[src/hap_params.svh]
// Constants for the Hall-array position controller
`ifndef HAP_PARAMS_SVH
`define HAP_PARAMS_SVH
// How it works
// - Sensor config register 2h arms conversion on falling trigger edge.
// - Bit 8 of that register selects the special two-channel 32-bit frame.
// - Trigger pulse is active low, 100ns wide, repeated at 4 kHz.
// - After conversion the four sensors are read in turn, own chip select.
// - Readout starts 57.5us after sample instant, finishes within 15us.
// - Linear position is recomputed once per sample period.
// - No Z magnitude above threshold: out of range, zero outputs.
// - Otherwise pick sensor with largest Z magnitude, compute for it only.
// - Hysteresis on the strongest-sensor choice avoids toggling.
// - Selected Z minus per-sensor offset, then times per-sensor gain.
// - Angle is atan2 of corrected Z and raw X, in units where 90 degrees = 2^14.
// - Position is angle/90 times 1.25cm plus index times 2.5cm minus offset.
// - Add absolute X times off-axis gain to the position.
// - Selection code 0 out of range, 3,5,7,9 for sensors 0..3.
// - Position error is position minus captured reference position.
// - Serial clock 10MHz idle low, two 16-bit halves, launch fall.

// Timing in ns and Hz, cycle counts derived
`define HAP_CLK_NS 4
`define HAP_TRIG_NS 100
`define HAP_SAMPLE_HZ 4000
`define HAP_EFF_SAMPLE_NS 47500
`define HAP_READ_DELAY_NS 57500
`define HAP_READ_BUDGET_NS 15000
`define HAP_SCLK_HZ 10000000
`define HAP_TRIG_CYC ((`HAP_TRIG_NS + `HAP_CLK_NS - 1) / `HAP_CLK_NS)
`define HAP_PERIOD_CYC (1000000000 / (`HAP_SAMPLE_HZ * `HAP_CLK_NS))
`define HAP_CONV_WAIT_CYC ((`HAP_EFF_SAMPLE_NS + `HAP_READ_DELAY_NS \
  + `HAP_CLK_NS - 1) / `HAP_CLK_NS)
`define HAP_READ_BUDGET_CYC (`HAP_READ_BUDGET_NS / `HAP_CLK_NS)
`define HAP_SCLK_HALF_CYC \
  ((1000000000 / `HAP_SCLK_HZ / 2 + `HAP_CLK_NS - 1) / `HAP_CLK_NS)
`define HAP_FRAME_BITS 32
`define HAP_HALF_BITS 16
// Sensor side: config register 2h word
`define HAP_SNS_CFG2_ADDR 7'h02
`define HAP_SNS_TRIG_ALERT 16'h0400
`define HAP_SNS_SPECIAL 16'h0100
`define HAP_SNS_WR_CMD 8'h00
// Special frame layout: status, Z, X, crc
`define HAP_FR_Z 27:16
`define HAP_FR_X 15:4
// Fixed point scaling
`define HAP_GAIN_FRAC 12
`define HAP_ANG_Q_LOG2 14
`define HAP_OFFAXIS_FRAC 8
`define HAP_SPACING_UM 25000
`define HAP_GAIN_ONE 16'h1000
// Register map of the controller
`define HAP_RA_CTRL 5'h00
`define HAP_RA_STATUS 5'h01
`define HAP_RA_THRESH 5'h02
`define HAP_RA_HYST 5'h03
`define HAP_RA_BASE 5'h04
`define HAP_RA_OFFAXIS 5'h05
`define HAP_RA_POS 5'h06
`define HAP_RA_ERR 5'h07
`define HAP_RA_ANGLE 5'h08
`define HAP_RA_CFGWORD 5'h09
`define HAP_RA_RDWORD 5'h0A
`define HAP_RA_ZOFF 5'h10
`define HAP_RA_GAIN 5'h14
`define HAP_RA_FRAME 5'h18
`endif

[src/hap_pkg.sv]
// Types for the Hall-array position controller
package hap_pkg;
  typedef enum logic [3:0] {
    ST_IDLE = 4'h0,
    ST_TRIG = 4'h1,
    ST_CONV = 4'h2,
    ST_CSGAP = 4'h3,
    ST_XFER = 4'h4,
    ST_SEL = 4'h5,
    ST_ZCORR = 4'h6,
    ST_ANGLE = 4'h7,
    ST_POS = 4'h8,
    ST_OUT = 4'h9
  } hap_state_t;
  typedef logic signed [11:0] hap_field_t;
endpackage : hap_pkg

[src/hap_spi.sv]
// SPI frame engine: idle-low clock, 32 bits as two 16-bit halves
`timescale 1ns/1ps
`include "hap_params.svh"
module hap_spi #(
  parameter int unsigned HALF_CYC = `HAP_SCLK_HALF_CYC,
  parameter int unsigned BITS = `HAP_FRAME_BITS,
  parameter int unsigned SPLIT = `HAP_HALF_BITS
) (
  input wire logic mclk,
  input wire logic rst_n,
  input wire logic start,
  input wire logic [BITS-1:0] tx_word,
  input wire logic miso_s,
  output logic sclk_q,
  output logic mosi_q,
  output logic busy_q,
  output logic done_q,
  output logic [BITS-1:0] rx_q
);
  logic [15:0] div_q;
  logic tick;
  logic gap_q;
  logic [5:0] bit_q;
  logic [BITS-1:0] tx_q;

  // Half-period enable for the serial clock
  assign tick = (div_q == 16'(HALF_CYC - 1));
  always_ff @(posedge mclk) begin
    if (!rst_n || !busy_q || tick) begin
      div_q <= '0;
    end else begin
      div_q <= div_q + 16'h0001;
    end
  end

  // Launch on falling edge, sample on rising, idle low
  always_ff @(posedge mclk) begin
    if (!rst_n) begin
      sclk_q <= 1'b0;
      mosi_q <= 1'b0;
      busy_q <= 1'b0;
      done_q <= 1'b0;
      gap_q <= 1'b0;
      bit_q <= '0;
      tx_q <= '0;
      rx_q <= '0;
    end else begin
      done_q <= 1'b0;
      if (start && !busy_q) begin
        busy_q <= 1'b1;
        mosi_q <= tx_word[BITS-1];
        tx_q <= tx_word << 1;
        bit_q <= '0;
        gap_q <= 1'b0;
      end else if (busy_q && tick) begin
        if (gap_q) begin
          gap_q <= 1'b0; // Idle half period between halves
        end else if (!sclk_q) begin
          sclk_q <= 1'b1;
          rx_q <= {rx_q[BITS-2:0], miso_s};
        end else begin
          sclk_q <= 1'b0;
          if (bit_q == 6'(BITS - 1)) begin
            busy_q <= 1'b0;
            done_q <= 1'b1;
          end else begin
            bit_q <= bit_q + 6'h01;
            mosi_q <= tx_q[BITS-1];
            tx_q <= tx_q << 1;
            gap_q <= (bit_q == 6'(SPLIT - 1));
          end
        end
      end
    end
  end
endmodule : hap_spi

[src/hap_cordic.sv]
// Vectoring rotation core: angle of (x, y), 90 degrees = 2^14
`timescale 1ns/1ps
`include "hap_params.svh"
module hap_cordic #(
  parameter int unsigned W = 18,
  parameter int unsigned AW = 18,
  parameter int unsigned ITER = 14
) (
  input wire logic mclk,
  input wire logic rst_n,
  input wire logic start,
  input wire logic signed [W-1:0] x_in,
  input wire logic signed [W-1:0] y_in,
  output logic signed [AW-1:0] angle_q,
  output logic done_q
);
  localparam logic signed [AW-1:0] QUARTER = AW'(1) <<< `HAP_ANG_Q_LOG2;
  logic signed [W+1:0] x_q;
  logic signed [W+1:0] y_q;
  logic [3:0] it_q;
  logic busy_q;

  // Arctangent of 2^-i in the same angle units
  function automatic logic signed [AW-1:0] atan_lut(input logic [3:0] i);
    case (i)
      4'h0: atan_lut = AW'(18'h0_2000);
      4'h1: atan_lut = AW'(18'h0_12E4);
      4'h2: atan_lut = AW'(18'h0_09FB);
      4'h3: atan_lut = AW'(18'h0_0511);
      4'h4: atan_lut = AW'(18'h0_028B);
      4'h5: atan_lut = AW'(18'h0_0146);
      4'h6: atan_lut = AW'(18'h0_00A3);
      4'h7: atan_lut = AW'(18'h0_0051);
      4'h8: atan_lut = AW'(18'h0_0029);
      4'h9: atan_lut = AW'(18'h0_0014);
      4'hA: atan_lut = AW'(18'h0_000A);
      4'hB: atan_lut = AW'(18'h0_0005);
      4'hC: atan_lut = AW'(18'h0_0003);
      default: atan_lut = AW'(18'h0_0001);
    endcase
  endfunction : atan_lut

  // One micro-rotation per cycle; pre-rotation covers the left half plane
  always_ff @(posedge mclk) begin
    if (!rst_n) begin
      x_q <= '0;
      y_q <= '0;
      angle_q <= '0;
      it_q <= '0;
      busy_q <= 1'b0;
      done_q <= 1'b0;
    end else begin
      done_q <= 1'b0;
      if (start) begin
        busy_q <= 1'b1;
        it_q <= '0;
        if (x_in >= 0) begin
          x_q <= (W+2)'(x_in);
          y_q <= (W+2)'(y_in);
          angle_q <= '0;
        end else if (y_in >= 0) begin
          x_q <= (W+2)'(y_in);
          y_q <= -(W+2)'(x_in);
          angle_q <= QUARTER;
        end else begin
          x_q <= -(W+2)'(y_in);
          y_q <= (W+2)'(x_in);
          angle_q <= -QUARTER;
        end
      end else if (busy_q) begin
        // An on-axis vector is exact; further steps would only add dither
        if (y_q > 0) begin
          x_q <= x_q + (y_q >>> it_q);
          y_q <= y_q - (x_q >>> it_q);
          angle_q <= angle_q + atan_lut(it_q);
        end else if (y_q < 0) begin
          x_q <= x_q - (y_q >>> it_q);
          y_q <= y_q + (x_q >>> it_q);
          angle_q <= angle_q - atan_lut(it_q);
        end
        if (it_q == 4'(ITER - 1)) begin
          busy_q <= 1'b0;
          done_q <= 1'b1;
        end
        it_q <= it_q + 4'h1;
      end
    end
  end
endmodule : hap_cordic

[src/hap_top.sv]
// Hall-array controller: trigger, four-sensor readout, position compute
`timescale 1ns/1ps
`include "hap_params.svh"
module hap_top #(
  parameter int unsigned PERIOD_CYC = `HAP_PERIOD_CYC,
  parameter int unsigned CONV_WAIT_CYC = `HAP_CONV_WAIT_CYC,
  parameter int unsigned SPACING_UM = `HAP_SPACING_UM
) (
  input wire logic mclk,
  input wire logic rst_n,
  input wire logic [4:0] reg_addr,
  input wire logic [31:0] reg_wdata,
  input wire logic reg_wr,
  input wire logic reg_rd,
  output logic [31:0] reg_rdata,
  input wire logic [31:0] ref_pos,
  input wire logic sensor_serial_out,
  output logic spi_sclk,
  output logic spi_mosi,
  output logic [3:0] spi_cs_n,
  output logic conv_trigger_n,
  output logic [31:0] position,
  output logic [31:0] pos_error,
  output logic out_of_range,
  output logic [3:0] sel_code,
  output logic pos_valid
);
  localparam int unsigned NS = 4;
  localparam int unsigned HALF_SP = SPACING_UM / 2;

  hap_pkg::hap_state_t st_q;
  logic so1_q, so2_q;
  logic run_q, cfg_go_q, cfg_mode_q, cfg_done_q, late_q;
  logic [15:0] thresh_q, hyst_q, offaxis_q;
  logic [31:0] base_q, cfg_word_q, rd_word_q;
  logic [15:0] zoff_q [NS];
  logic [15:0] gain_q [NS];
  logic [31:0] frame_q [NS];
  logic [31:0] per_q, tmr_q, rd_tmr_q, ref_q, pos_calc_q;
  logic [1:0] sidx_q, num_q, max_n, pick_n;
  logic sel_valid_q;
  logic signed [17:0] zc_q, angle;
  logic spi_start_q, spi_busy, spi_done, cordic_start_q, cordic_done;
  logic [31:0] spi_rx;
  logic [15:0] absz [NS];
  logic signed [15:0] xsel;
  logic period_hit;

  // Pin input from the sensor bus passes two flops first
  always_ff @(posedge mclk) begin
    if (!rst_n) begin
      so1_q <= 1'b0;
      so2_q <= 1'b0;
    end else begin
      so1_q <= sensor_serial_out;
      so2_q <= so1_q;
    end
  end

  // Software registers; late flag set wins over clear
  always_ff @(posedge mclk) begin
    if (!rst_n) begin
      run_q <= 1'b0;
      cfg_go_q <= 1'b0;
      late_q <= 1'b0;
      thresh_q <= '0;
      hyst_q <= '0;
      offaxis_q <= '0;
      base_q <= '0;
      cfg_word_q <= {1'b0, `HAP_SNS_CFG2_ADDR,
                     `HAP_SNS_TRIG_ALERT | `HAP_SNS_SPECIAL,
                     `HAP_SNS_WR_CMD};
      rd_word_q <= '0;
      for (int i = 0; i < NS; i++) begin
        zoff_q[i] <= '0;
        gain_q[i] <= `HAP_GAIN_ONE;
      end
    end else begin
      cfg_go_q <= 1'b0;
      if (reg_wr) begin
        unique case (reg_addr)
          `HAP_RA_CTRL: begin
            run_q <= reg_wdata[0];
            cfg_go_q <= reg_wdata[1];
            if (reg_wdata[2]) begin
              late_q <= 1'b0;
            end
          end
          `HAP_RA_THRESH: thresh_q <= reg_wdata[15:0];
          `HAP_RA_HYST: hyst_q <= reg_wdata[15:0];
          `HAP_RA_BASE: base_q <= reg_wdata;
          `HAP_RA_OFFAXIS: offaxis_q <= reg_wdata[15:0];
          `HAP_RA_CFGWORD: cfg_word_q <= reg_wdata;
          `HAP_RA_RDWORD: rd_word_q <= reg_wdata;
          default: begin
            if (reg_addr[4:2] == `HAP_RA_ZOFF >> 2) begin
              zoff_q[reg_addr[1:0]] <= reg_wdata[15:0];
            end
            if (reg_addr[4:2] == `HAP_RA_GAIN >> 2) begin
              gain_q[reg_addr[1:0]] <= reg_wdata[15:0];
            end
          end
        endcase
      end
      // Readout overran its time budget
      if (st_q == hap_pkg::ST_XFER && spi_done && sidx_q == 2'(NS - 1)
          && !cfg_mode_q && rd_tmr_q > 32'(`HAP_READ_BUDGET_CYC)) begin
        late_q <= 1'b1;
      end
    end
  end

  // Read data stands only in the cycle after the strobe
  always_ff @(posedge mclk) begin
    if (!rst_n || !reg_rd) begin
      reg_rdata <= '0;
    end else begin
      unique case (reg_addr)
        `HAP_RA_CTRL: reg_rdata <= {31'h0000_0000, run_q};
        `HAP_RA_STATUS: reg_rdata <= {20'h0_0000, sel_code, 4'h0,
          late_q, cfg_done_q, out_of_range, st_q != hap_pkg::ST_IDLE};
        `HAP_RA_THRESH: reg_rdata <= {16'h0000, thresh_q};
        `HAP_RA_HYST: reg_rdata <= {16'h0000, hyst_q};
        `HAP_RA_BASE: reg_rdata <= base_q;
        `HAP_RA_OFFAXIS: reg_rdata <= {16'h0000, offaxis_q};
        `HAP_RA_POS: reg_rdata <= position;
        `HAP_RA_ERR: reg_rdata <= pos_error;
        `HAP_RA_ANGLE: reg_rdata <= 32'(angle);
        `HAP_RA_CFGWORD: reg_rdata <= cfg_word_q;
        `HAP_RA_RDWORD: reg_rdata <= rd_word_q;
        default: begin
          unique case (reg_addr[4:2])
            3'(`HAP_RA_ZOFF >> 2):
              reg_rdata <= {16'h0000, zoff_q[reg_addr[1:0]]};
            3'(`HAP_RA_GAIN >> 2):
              reg_rdata <= {16'h0000, gain_q[reg_addr[1:0]]};
            3'(`HAP_RA_FRAME >> 2): reg_rdata <= frame_q[reg_addr[1:0]];
            default: reg_rdata <= '0;
          endcase
        end
      endcase
    end
  end

  // Sample period timer; saturates until the readout is idle
  assign period_hit = (per_q >= 32'(PERIOD_CYC - 1));
  always_ff @(posedge mclk) begin
    if (!rst_n || !run_q) begin
      per_q <= '0;
    end else if (st_q == hap_pkg::ST_IDLE && period_hit && !cfg_go_q) begin
      per_q <= '0;
    end else if (!period_hit) begin
      per_q <= per_q + 32'h0000_0001; // Holds at the end
    end
  end

  // Z magnitudes and strongest sensor from the 12-bit channels
  always_comb begin
    max_n = '0;
    for (int i = 0; i < NS; i++) begin
      hap_pkg::hap_field_t zf;
      zf = frame_q[i][`HAP_FR_Z];
      absz[i] = zf[11] ? 16'(-$signed(zf)) : 16'(zf);
    end
    for (int i = 1; i < NS; i++) begin
      if (absz[i] > absz[max_n]) begin
        max_n = 2'(i);
      end
    end
    // Keep the old pick unless the new one wins by the margin
    pick_n = max_n;
    if (sel_valid_q && max_n != num_q && absz[num_q] > thresh_q
        && {1'b0, absz[max_n]} < {1'b0, absz[num_q]} + {1'b0, hyst_q}) begin
      pick_n = num_q;
    end
  end

  // Sensor and control sequencing
  always_ff @(posedge mclk) begin
    if (!rst_n) begin
      st_q <= hap_pkg::ST_IDLE;
      tmr_q <= '0;
      rd_tmr_q <= '0;
      sidx_q <= '0;
      cfg_mode_q <= 1'b0;
      cfg_done_q <= 1'b0;
      conv_trigger_n <= 1'b1;
      spi_cs_n <= 4'hF;
      spi_start_q <= 1'b0;
      cordic_start_q <= 1'b0;
      ref_q <= '0;
      for (int i = 0; i < NS; i++) begin
        frame_q[i] <= '0;
      end
    end else begin
      spi_start_q <= 1'b0;
      cordic_start_q <= 1'b0;
      tmr_q <= tmr_q + 32'h0000_0001;
      rd_tmr_q <= rd_tmr_q + 32'h0000_0001;
      unique case (st_q)
        hap_pkg::ST_IDLE: begin
          tmr_q <= '0;
          if (cfg_go_q) begin
            cfg_mode_q <= 1'b1;
            sidx_q <= '0;
            st_q <= hap_pkg::ST_CSGAP;
          end else if (run_q && period_hit) begin
            conv_trigger_n <= 1'b0;
            ref_q <= ref_pos;
            st_q <= hap_pkg::ST_TRIG;
          end
        end
        hap_pkg::ST_TRIG: begin
          if (tmr_q == 32'(`HAP_TRIG_CYC - 1)) begin
            conv_trigger_n <= 1'b1;
            st_q <= hap_pkg::ST_CONV;
          end
        end
        hap_pkg::ST_CONV: begin
          // Covers TRIPLE_SAMPLE_PSEUDO_SIM conversion and sample point
          if (tmr_q == 32'(CONV_WAIT_CYC + `HAP_TRIG_CYC - 1)) begin
            cfg_mode_q <= 1'b0;
            sidx_q <= '0;
            rd_tmr_q <= '0;
            tmr_q <= '0;
            st_q <= hap_pkg::ST_CSGAP;
          end
        end
        hap_pkg::ST_CSGAP: begin
          if (tmr_q >= 32'(`HAP_SCLK_HALF_CYC)) begin
            spi_cs_n <= ~(4'h1 << sidx_q);
            spi_start_q <= 1'b1;
            st_q <= hap_pkg::ST_XFER;
          end
        end
        hap_pkg::ST_XFER: begin
          tmr_q <= '0;
          if (spi_done) begin
            spi_cs_n <= 4'hF;
            if (!cfg_mode_q) begin
              frame_q[sidx_q] <= spi_rx;
            end
            if (sidx_q != 2'(NS - 1)) begin
              sidx_q <= sidx_q + 2'h1;
              st_q <= hap_pkg::ST_CSGAP;
            end else if (cfg_mode_q) begin
              cfg_done_q <= 1'b1;
              st_q <= hap_pkg::ST_IDLE;
            end else begin
              st_q <= hap_pkg::ST_SEL;
            end
          end
        end
        hap_pkg::ST_SEL: begin
          if (absz[max_n] <= thresh_q) begin
            st_q <= hap_pkg::ST_OUT;
          end else begin
            st_q <= hap_pkg::ST_ZCORR;
          end
        end
        hap_pkg::ST_ZCORR: begin
          cordic_start_q <= 1'b1;
          st_q <= hap_pkg::ST_ANGLE;
        end
        hap_pkg::ST_ANGLE: begin
          if (cordic_done) begin
            st_q <= hap_pkg::ST_POS;
          end
        end
        hap_pkg::ST_POS: st_q <= hap_pkg::ST_OUT;
        hap_pkg::ST_OUT: st_q <= hap_pkg::ST_IDLE;
        default: st_q <= hap_pkg::ST_IDLE;
      endcase
    end
  end

  // Selection, Z correction and position arithmetic
  always_comb begin
    hap_pkg::hap_field_t xf;
    xf = frame_q[num_q][`HAP_FR_X];
    xsel = 16'(xf);
  end

  always_ff @(posedge mclk) begin
    logic signed [16:0] zdiff;
    logic signed [33:0] zprod;
    logic signed [47:0] aprod;
    logic signed [31:0] xabs;
    logic signed [47:0] oprod;
    if (!rst_n) begin
      num_q <= '0;
      sel_valid_q <= 1'b0;
      zc_q <= '0;
      pos_calc_q <= '0;
      position <= '0;
      pos_error <= '0;
      out_of_range <= 1'b0;
      sel_code <= '0;
      pos_valid <= 1'b0;
    end else begin
      zdiff = 17'($signed(16'(hap_pkg::hap_field_t'(
        frame_q[num_q][`HAP_FR_Z])))) - 17'($signed(zoff_q[num_q]));
      zprod = 34'(zdiff) * 34'($signed({1'b0, gain_q[num_q]}));
      aprod = 48'(angle) * 48'(HALF_SP);
      xabs = xsel[15] ? 32'(-xsel) : 32'(xsel);
      oprod = 48'(xabs) * 48'({1'b0, offaxis_q});
      pos_valid <= 1'b0;
      if (st_q == hap_pkg::ST_SEL) begin
        sel_valid_q <= (absz[max_n] > thresh_q);
        num_q <= pick_n;
      end
      if (st_q == hap_pkg::ST_ZCORR) begin
        zc_q <= 18'(zprod >>> `HAP_GAIN_FRAC);
      end
      if (st_q == hap_pkg::ST_POS) begin
        pos_calc_q <= 32'(aprod >>> `HAP_ANG_Q_LOG2)
          + 32'(num_q) * 32'(SPACING_UM) - base_q
          + 32'(oprod >>> `HAP_OFFAXIS_FRAC);
      end
      if (st_q == hap_pkg::ST_OUT) begin
        pos_valid <= 1'b1;
        out_of_range <= !sel_valid_q;
        if (sel_valid_q) begin
          position <= pos_calc_q;
          pos_error <= pos_calc_q - ref_q;
          sel_code <= {1'b0, num_q, 1'b1} + 4'h2; // 3,5,7,9
        end else begin
          position <= '0;
          pos_error <= '0;
          sel_code <= '0;
        end
      end
    end
  end

  hap_spi u_spi (
    .mclk(mclk),
    .rst_n(rst_n),
    .start(spi_start_q),
    .tx_word(cfg_mode_q ? cfg_word_q : rd_word_q),
    .miso_s(so2_q),
    .sclk_q(spi_sclk),
    .mosi_q(spi_mosi),
    .busy_q(spi_busy),
    .done_q(spi_done),
    .rx_q(spi_rx)
  );

  // Angle of X over corrected Z, 90 degrees = 2^14
  hap_cordic u_cordic (
    .mclk(mclk),
    .rst_n(rst_n),
    .start(cordic_start_q),
    .x_in(zc_q),
    .y_in(18'(xsel)),
    .angle_q(angle),
    .done_q(cordic_done)
  );
endmodule : hap_top

[config.mk]
export PLATFORM = sky130hd
export DESIGN_NAME = hap_top
export DESIGN_NICKNAME = d
export VERILOG_FILES = /design/src/hap_pkg.sv /design/src/hap_spi.sv /design/src/hap_cordic.sv /design/src/hap_top.sv
export VERILOG_INCLUDE_DIRS = /design/src /design/src/src
export SDC_FILE = /design/constraint.sdc
export NUM_CORES = 2
export LEC_CHECK = 0
export BUFFER_PORTS_ARGS = -buffer_cell sky130_fd_sc_hd__buf_2
export CORE_UTILIZATION = 25
export CTS_BUF_LIST = sky130_fd_sc_hd__clkbuf_4 sky130_fd_sc_hd__clkbuf_8
export DETAILED_ROUTE_END_ITERATION = 10
export GPL_TIMING_DRIVEN = 1
export PLACE_DENSITY = 0.47
export SYNTH_ARGS = -nofsm -noshare
export SYNTH_HDL_FRONTEND = slang
export SYNTH_SLANG_ARGS = --single-unit
[constraint.sdc]
create_clock -name mclk -period 12.25 [get_ports mclk]
set_clock_uncertainty 0.2 [all_clocks]
set_input_delay 1.225 -clock mclk [delete_from_list [all_inputs] [get_ports mclk]]
set_output_delay 1.225 -clock mclk [all_outputs]
set_load 0.005 [all_outputs]
# Yosys cells after proc, flatten, opt, wreduce, memory -nomap -nowiden
# Memory sizes are Yosys's and may differ from the RTL's. A register that Yosys moved wholly into a read port is not among the register bits.
# Cells that the tools add are included.
[word_totals]
regBits = 601
ram_bits = 256
mem_bits_ro = 448
inputBits = 74
elab_cells = 384
memories = 5
[mem_list]
columns = ["memory", "words", "word_bits", "read_ports", "rd_ports_with_merged_regs", "wr", "line", "rtl"]
rows = [
  ["(name not given)", 16, 14, 1, 1, 0, "hap_cordic.sv:25", "case (i)"],
  ["(name not given)", 16, 14, 1, 1, 0, "hap_cordic.sv:25", ""],
  ["frame_q", 4, 32, 6, 1, 4, "hap_top.sv:38", "logic [31:0] frame_q [NS];"],
  ["gain_q", 4, 16, 2, 1, 4, "hap_top.sv:37", "logic [15:0] gain_q [NS];"],
  ["zoff_q", 4, 16, 2, 1, 4, "hap_top.sv:36", "logic [15:0] zoff_q [NS];"],
]
[op_classes]
n_addsub = 27
n_mul = 4
magnitude_cmp = 18
eq_ne = 43
n_shift = 3
n_mux = 149
bitwise_logic = 15
n_reduce_logical = 72
[ops]
columns = ["cell", "count"]
rows = [
  ["$mux 32", 13],
  ["$pmux 32 s11", 1],
  ["$mux 18", 15],
  ["$mux 20", 12],
  ["$mux 16", 14],
  ["$bmux 16 s2", 4],
  ["$add 32x1->32 const B", 3],
  ["$pmux 32 s3", 1],
  ["$gt 16x16->1", 5],
  ["$neg 12->16", 4],
  ["$pmux 32 s2", 1],
  ["$sub 32x32->32", 2],
  ["$mux 4", 15],
  ["$mux 1", 51],
  ["$mul 48x12->44 const B", 1],
  ["$add 20x20->20", 2],
  ["$mul 32x17->40", 1],
  ["$sshr 20x4->20", 2],
  ["$sub 20x20->20", 2],
  ["$pmux 4 s9", 1],
  ["$add 32x17->32", 1],
  ["$add 32x32->32", 1],
  ["$eq 32x15->1 const B", 1],
  ["$eq 32x5->1 const B", 1],
  ["69 further kinds", 177],
]

# Longest topological paths before layout
# An unclocked memory read counts as a cell.
[logic_depth]
word_depth = 27
depth_mapped = 54
ltp_nobuf = 50

# By module
# Synthesis repeated with hierarchy kept, for this count alone.
[unflattened]
hier_cells = 8677
area_unflattened_um2 = 79716.5
[by_module_without_submodules]
columns = ["module", "n_inst", "cells_each", "area_each_um2"]
rows = [
  ["hap_top", 1, 6990, 66073.4],
  ["hap_cordic", 1, 1246, 9668.0],
  ["hap_spi", 1, 441, 3975.1],
]

# Worst setup path before layout
# No wires, ideal clock.
[synth_timing]
kind = "reg2reg"
start = "register with a tool-made name"
end = "register pos_calc_q[28]"
setup_ps = 118
arrival_ps = 11016
t_required_ps = 11932
path_slack_ps = 916
stages_incl_launch_ff = 45
n_path_buf = 4
synth_period_minus_slack_ps = 11334
cell_sequence = "dfxtp_1 > buf_2 > buf_2 > buf_2 > mux4_2 > nor3_1 > nand3b_1 > nor2_1 > ha_1 > clkbuf_1 > nand2_1 > fa_1 > inv_1 > fa_1 > inv_1 > fa_1 > inv_1 > fa_1 > (+9 left out) > a21oi_1 > nor2b_1 > o21a_1 > or2_2 > fa_1 > fa_1 > inv_1 > ha_1 > a21o_1 > a21o_1 > a21o_1 > nor3b_1 > a21oi_1 > o41ai_1 > o21ai_0 > a31oi_1 > xor2_1 > o21ai_1"
[synth_rtl]
columns = ["element", "line", "rtl"]
rows = [
  ["end signal, assigned", "hap_top.sv:316", "pos_calc_q <= 32'(aprod >>> `HAP_ANG_Q_LOG2)"],
  ["end, declared", "hap_top.sv:39", "logic [31:0] per_q, tmr_q, rd_tmr_q, ref_q, pos_calc_q;"],
]

==> impl_metrics.py <==
metrics = {
    "outcome": {
        "status": "complete, no violations",
    },
    "timing": {
        "hold_slack_ns": 0.230,
        "fmax_mhz": 86.9,
        "min_period_ns": 11.51,
        "hold_viol_final": 0,
        "rsz0062_at_grt": "no",
        "setup_violations": 0,
        "fin_crit_sh_pct": 94.0,
        "relSlewSlack_pct": 20.1,
        "final.setup.tns_ns": 0,
        "worstMarginPinSlew_ns": 1.20,
        "slew_viol_final": 0,
    },
    "critical_path": {
        "end_kind": "register",
        "critPathArrivalTime_ns": 12.17,
        "path_max_fanout": 11,
        "slowest_delay_ns": 0.59,
        "worstSetupStartpointType": "register",
        "crit_type": "reg2reg",
        "required_ns": 12.91,
        "crit_top_cell": "fa_1",
        "cp_slowest_cell": "fa_1",
    },
    "final_layout": {
        "top_regs": "frame_q x128, gain_q x64, zoff_q x64",
        "n_fill_cell": 33700,
        "largest_reg_flops": 128,
        "post-route-util_pct": 28.3,
        "final_nets": 10500,
        "top_register": "frame_q",
        "drive_gt1_share_pct": 10.1,
        "final_cell_area_um2": 90200,
        "syn2layout_area_growth_pct": 12.7,
    },
    "logic_synthesis": {
        "ys_seq_area_share_pct": 25.0,
        "ys_ff_latch": 873,
        "syn-instance-count": 8896,
        "synth_compound_area_share_pct": 11.7,
        "synth_top_family_by_area": "adder cells",
        "synth_top_area_share_pct": 19.1,
        "synth-xor-area-share_pct": 4.67,
        "synth_area_leaders": "fa_1, dfxtp_1, edfxtp_1",
        "synthTopCellsByCount": "nand2_1, inv_1, fa_1",
        "yosys_warnings": 0,
        "synth.most_common_cell": "nand2_1",
        "synth-main-ff-cell": "dfxtp_1",
        "synth_simple_gate_area_share_pct": 16.9,
        "synth_edf_count": 256,
        "netlist_area_um2": 80100,
        "synthMuxAreaShare_pct": 6.04,
        "synth_top_area_cell": "fa_1",
        "async_flop_share_pct": 0,
        "avgSynthCellArea_um2": 9.00,
        "synth_fa_ha_area_share_pct": 28.3,
        "synth.distinct_cells": 87,
    },
    "global_route": {
        "grt_pass1_wl_mm": 428,
        "grt_pass1_vias": 66500,
        "grt_max_degree": 151,
        "track_usage_pct": 17.4,
        "antenna_found_initial": 20,
        "grt_overflow": 0,
    },
    "cts": {
        "clk_path_buf_depth": 4,
        "clk_latency_ns": 0.95,
        "cts_hold_buf": 0,
        "cts-root-buf": "clkbuf_8",
        "cts_tree": "yes",
        "cts_max_level": 4,
        "clock-sinks": 873,
        "cts_buffers": 169,
        "clk_pin_slew_worst_paths_ns": 0.06,
    },
    "placement": {
        "routabilityCongestion": 0.904,
        "port-buffer-count": 182,
        "place_hpwl_mm": 219,
        "dpl_cell_area_um2": 86500,
    },
    "drt": {
        "num_vias": 65000,
        "postRouteAntennaNets": 0,
        "wire_per_inst_um": 21.1,
        "dr.pass1.iters": 8,
        "drt-vias-per-instance": 4.84,
        "drtIter0Drc": 4895,
        "wl_mm": 284,
        "drc": 0,
    },
    "die": {
        "coreArea_um2": 318000,
        "die_h_um": 568,
        "floorplan.die.width_um": 568,
        "dieArea_um2": 323000,
        "core.rowCount": 207,
        "io_pins": 183,
        "start_util_pct": 25.2,
    },
    "worst_hold_path": {
        "hold_class": "reg2reg",
    },
    "job": {
        "maxCapViolCount": 0,
    },
}
-- worst paths after layout --
| path | from | end | slack [ns] | cells past startpoint |
|---|---|---|---|---|
| worst max-delay path | register | pos_calc_q[29] | 0.74 | 42 |
| worst min-delay path | so1_q | so2_q | 0.23 | 1 |
| worst min register to register | so1_q | so2_q | 0.23 | 1 |
| worst max register to register | register | pos_calc_q[29] | 0.74 | 42 |
-- what timing repair did --
action                                 4_1_cts  5_1_grt
endpoints found under the hold margin        0        0
setup buffers                                0        5
resized for setup                            0        6
setup endpoints to repair                    0        6
-- placed cells by master (no fill, tap or decap), drive strengths merged, types with 262 or more instances in the layout --
cell type,count
nand2,1332
inv,1097
fa,766
dfxtp,617
ha,586
a21oi,554
nor2,525
buf,361
and2,319
clkbuf,262
-- worst max-delay path: cells and delay by family, from the launching register on --
family / cells / cell delay (ns)
flops: 1 / 0.46
mux: 1 / 0.54
fa+ha+maj: 11 / 4.92
simple gates: 6 / 0.93
buf+inv: 6 / 0.44
xor+xnor: 1 / 0.28
compound gates: 17 / 3.72
-- layer usage --
metal / routed length [um] / vias up / share of wire (%) / track usage (%)
met5: 27 / - / 0.0095 / 0
met1: 124000 / 32600 / 44 / 23.0
met2: 135000 / 1926 / 47 / 29.1
met3: 15300 / 402 / 5.4 / 2.28
li1: - / 30000 / - / -
met4: 9890 / 4 / 3.5 / 5.86
-- kinds of logic (layout without fill, tap and decap cells) --
| logic type | after synthesis | count (layout) |
|---|---|---|
| AND/OR/NAND/NOR | 2929 | 2929 |
| adder cells (fa/ha/maj) | 1352 | 1352 |
| buffers and inverters | 1558 | 1750 |
| other | 2 | 158 |
| flip-flops | 873 | 873 |
| AO/OA/AOI/OAI | 1483 | 1483 |
| multiplexers | 273 | 273 |
| XOR/XNOR | 426 | 426 |
-- per-stage QoR --
| step | setup slack [ns] | std cells |
|---|---|---|
| floorplan | 0.916 | 9040 |
| global placement | 0.355 | 13100 |
| detailed placement | 0.296 | 13100 |
| CTS | 0.330 | 13400 |
| global route | 0.0307 | 13400 |
| finish | 0.737 | 13400 |
-- final cells by class --
type                            instances  area, um^2  area share, %
Multi-Input combinational cell       6609       54900           60.8
Sequential cell                       873       20100           22.2
Tap cell                             4180        5230           5.80
Inverter                             1097        4130           4.57
Clock buffer                          262        3250           3.60
Timing Repair Buffer                  361        2290           2.53
Clock inverter                         30         397          0.440
Antenna cell                           12        30.0         0.0333
Power is left out: the tool's default activity adds up to more than one toggle a clock period on the data nets, which glitch-free logic cannot reach.
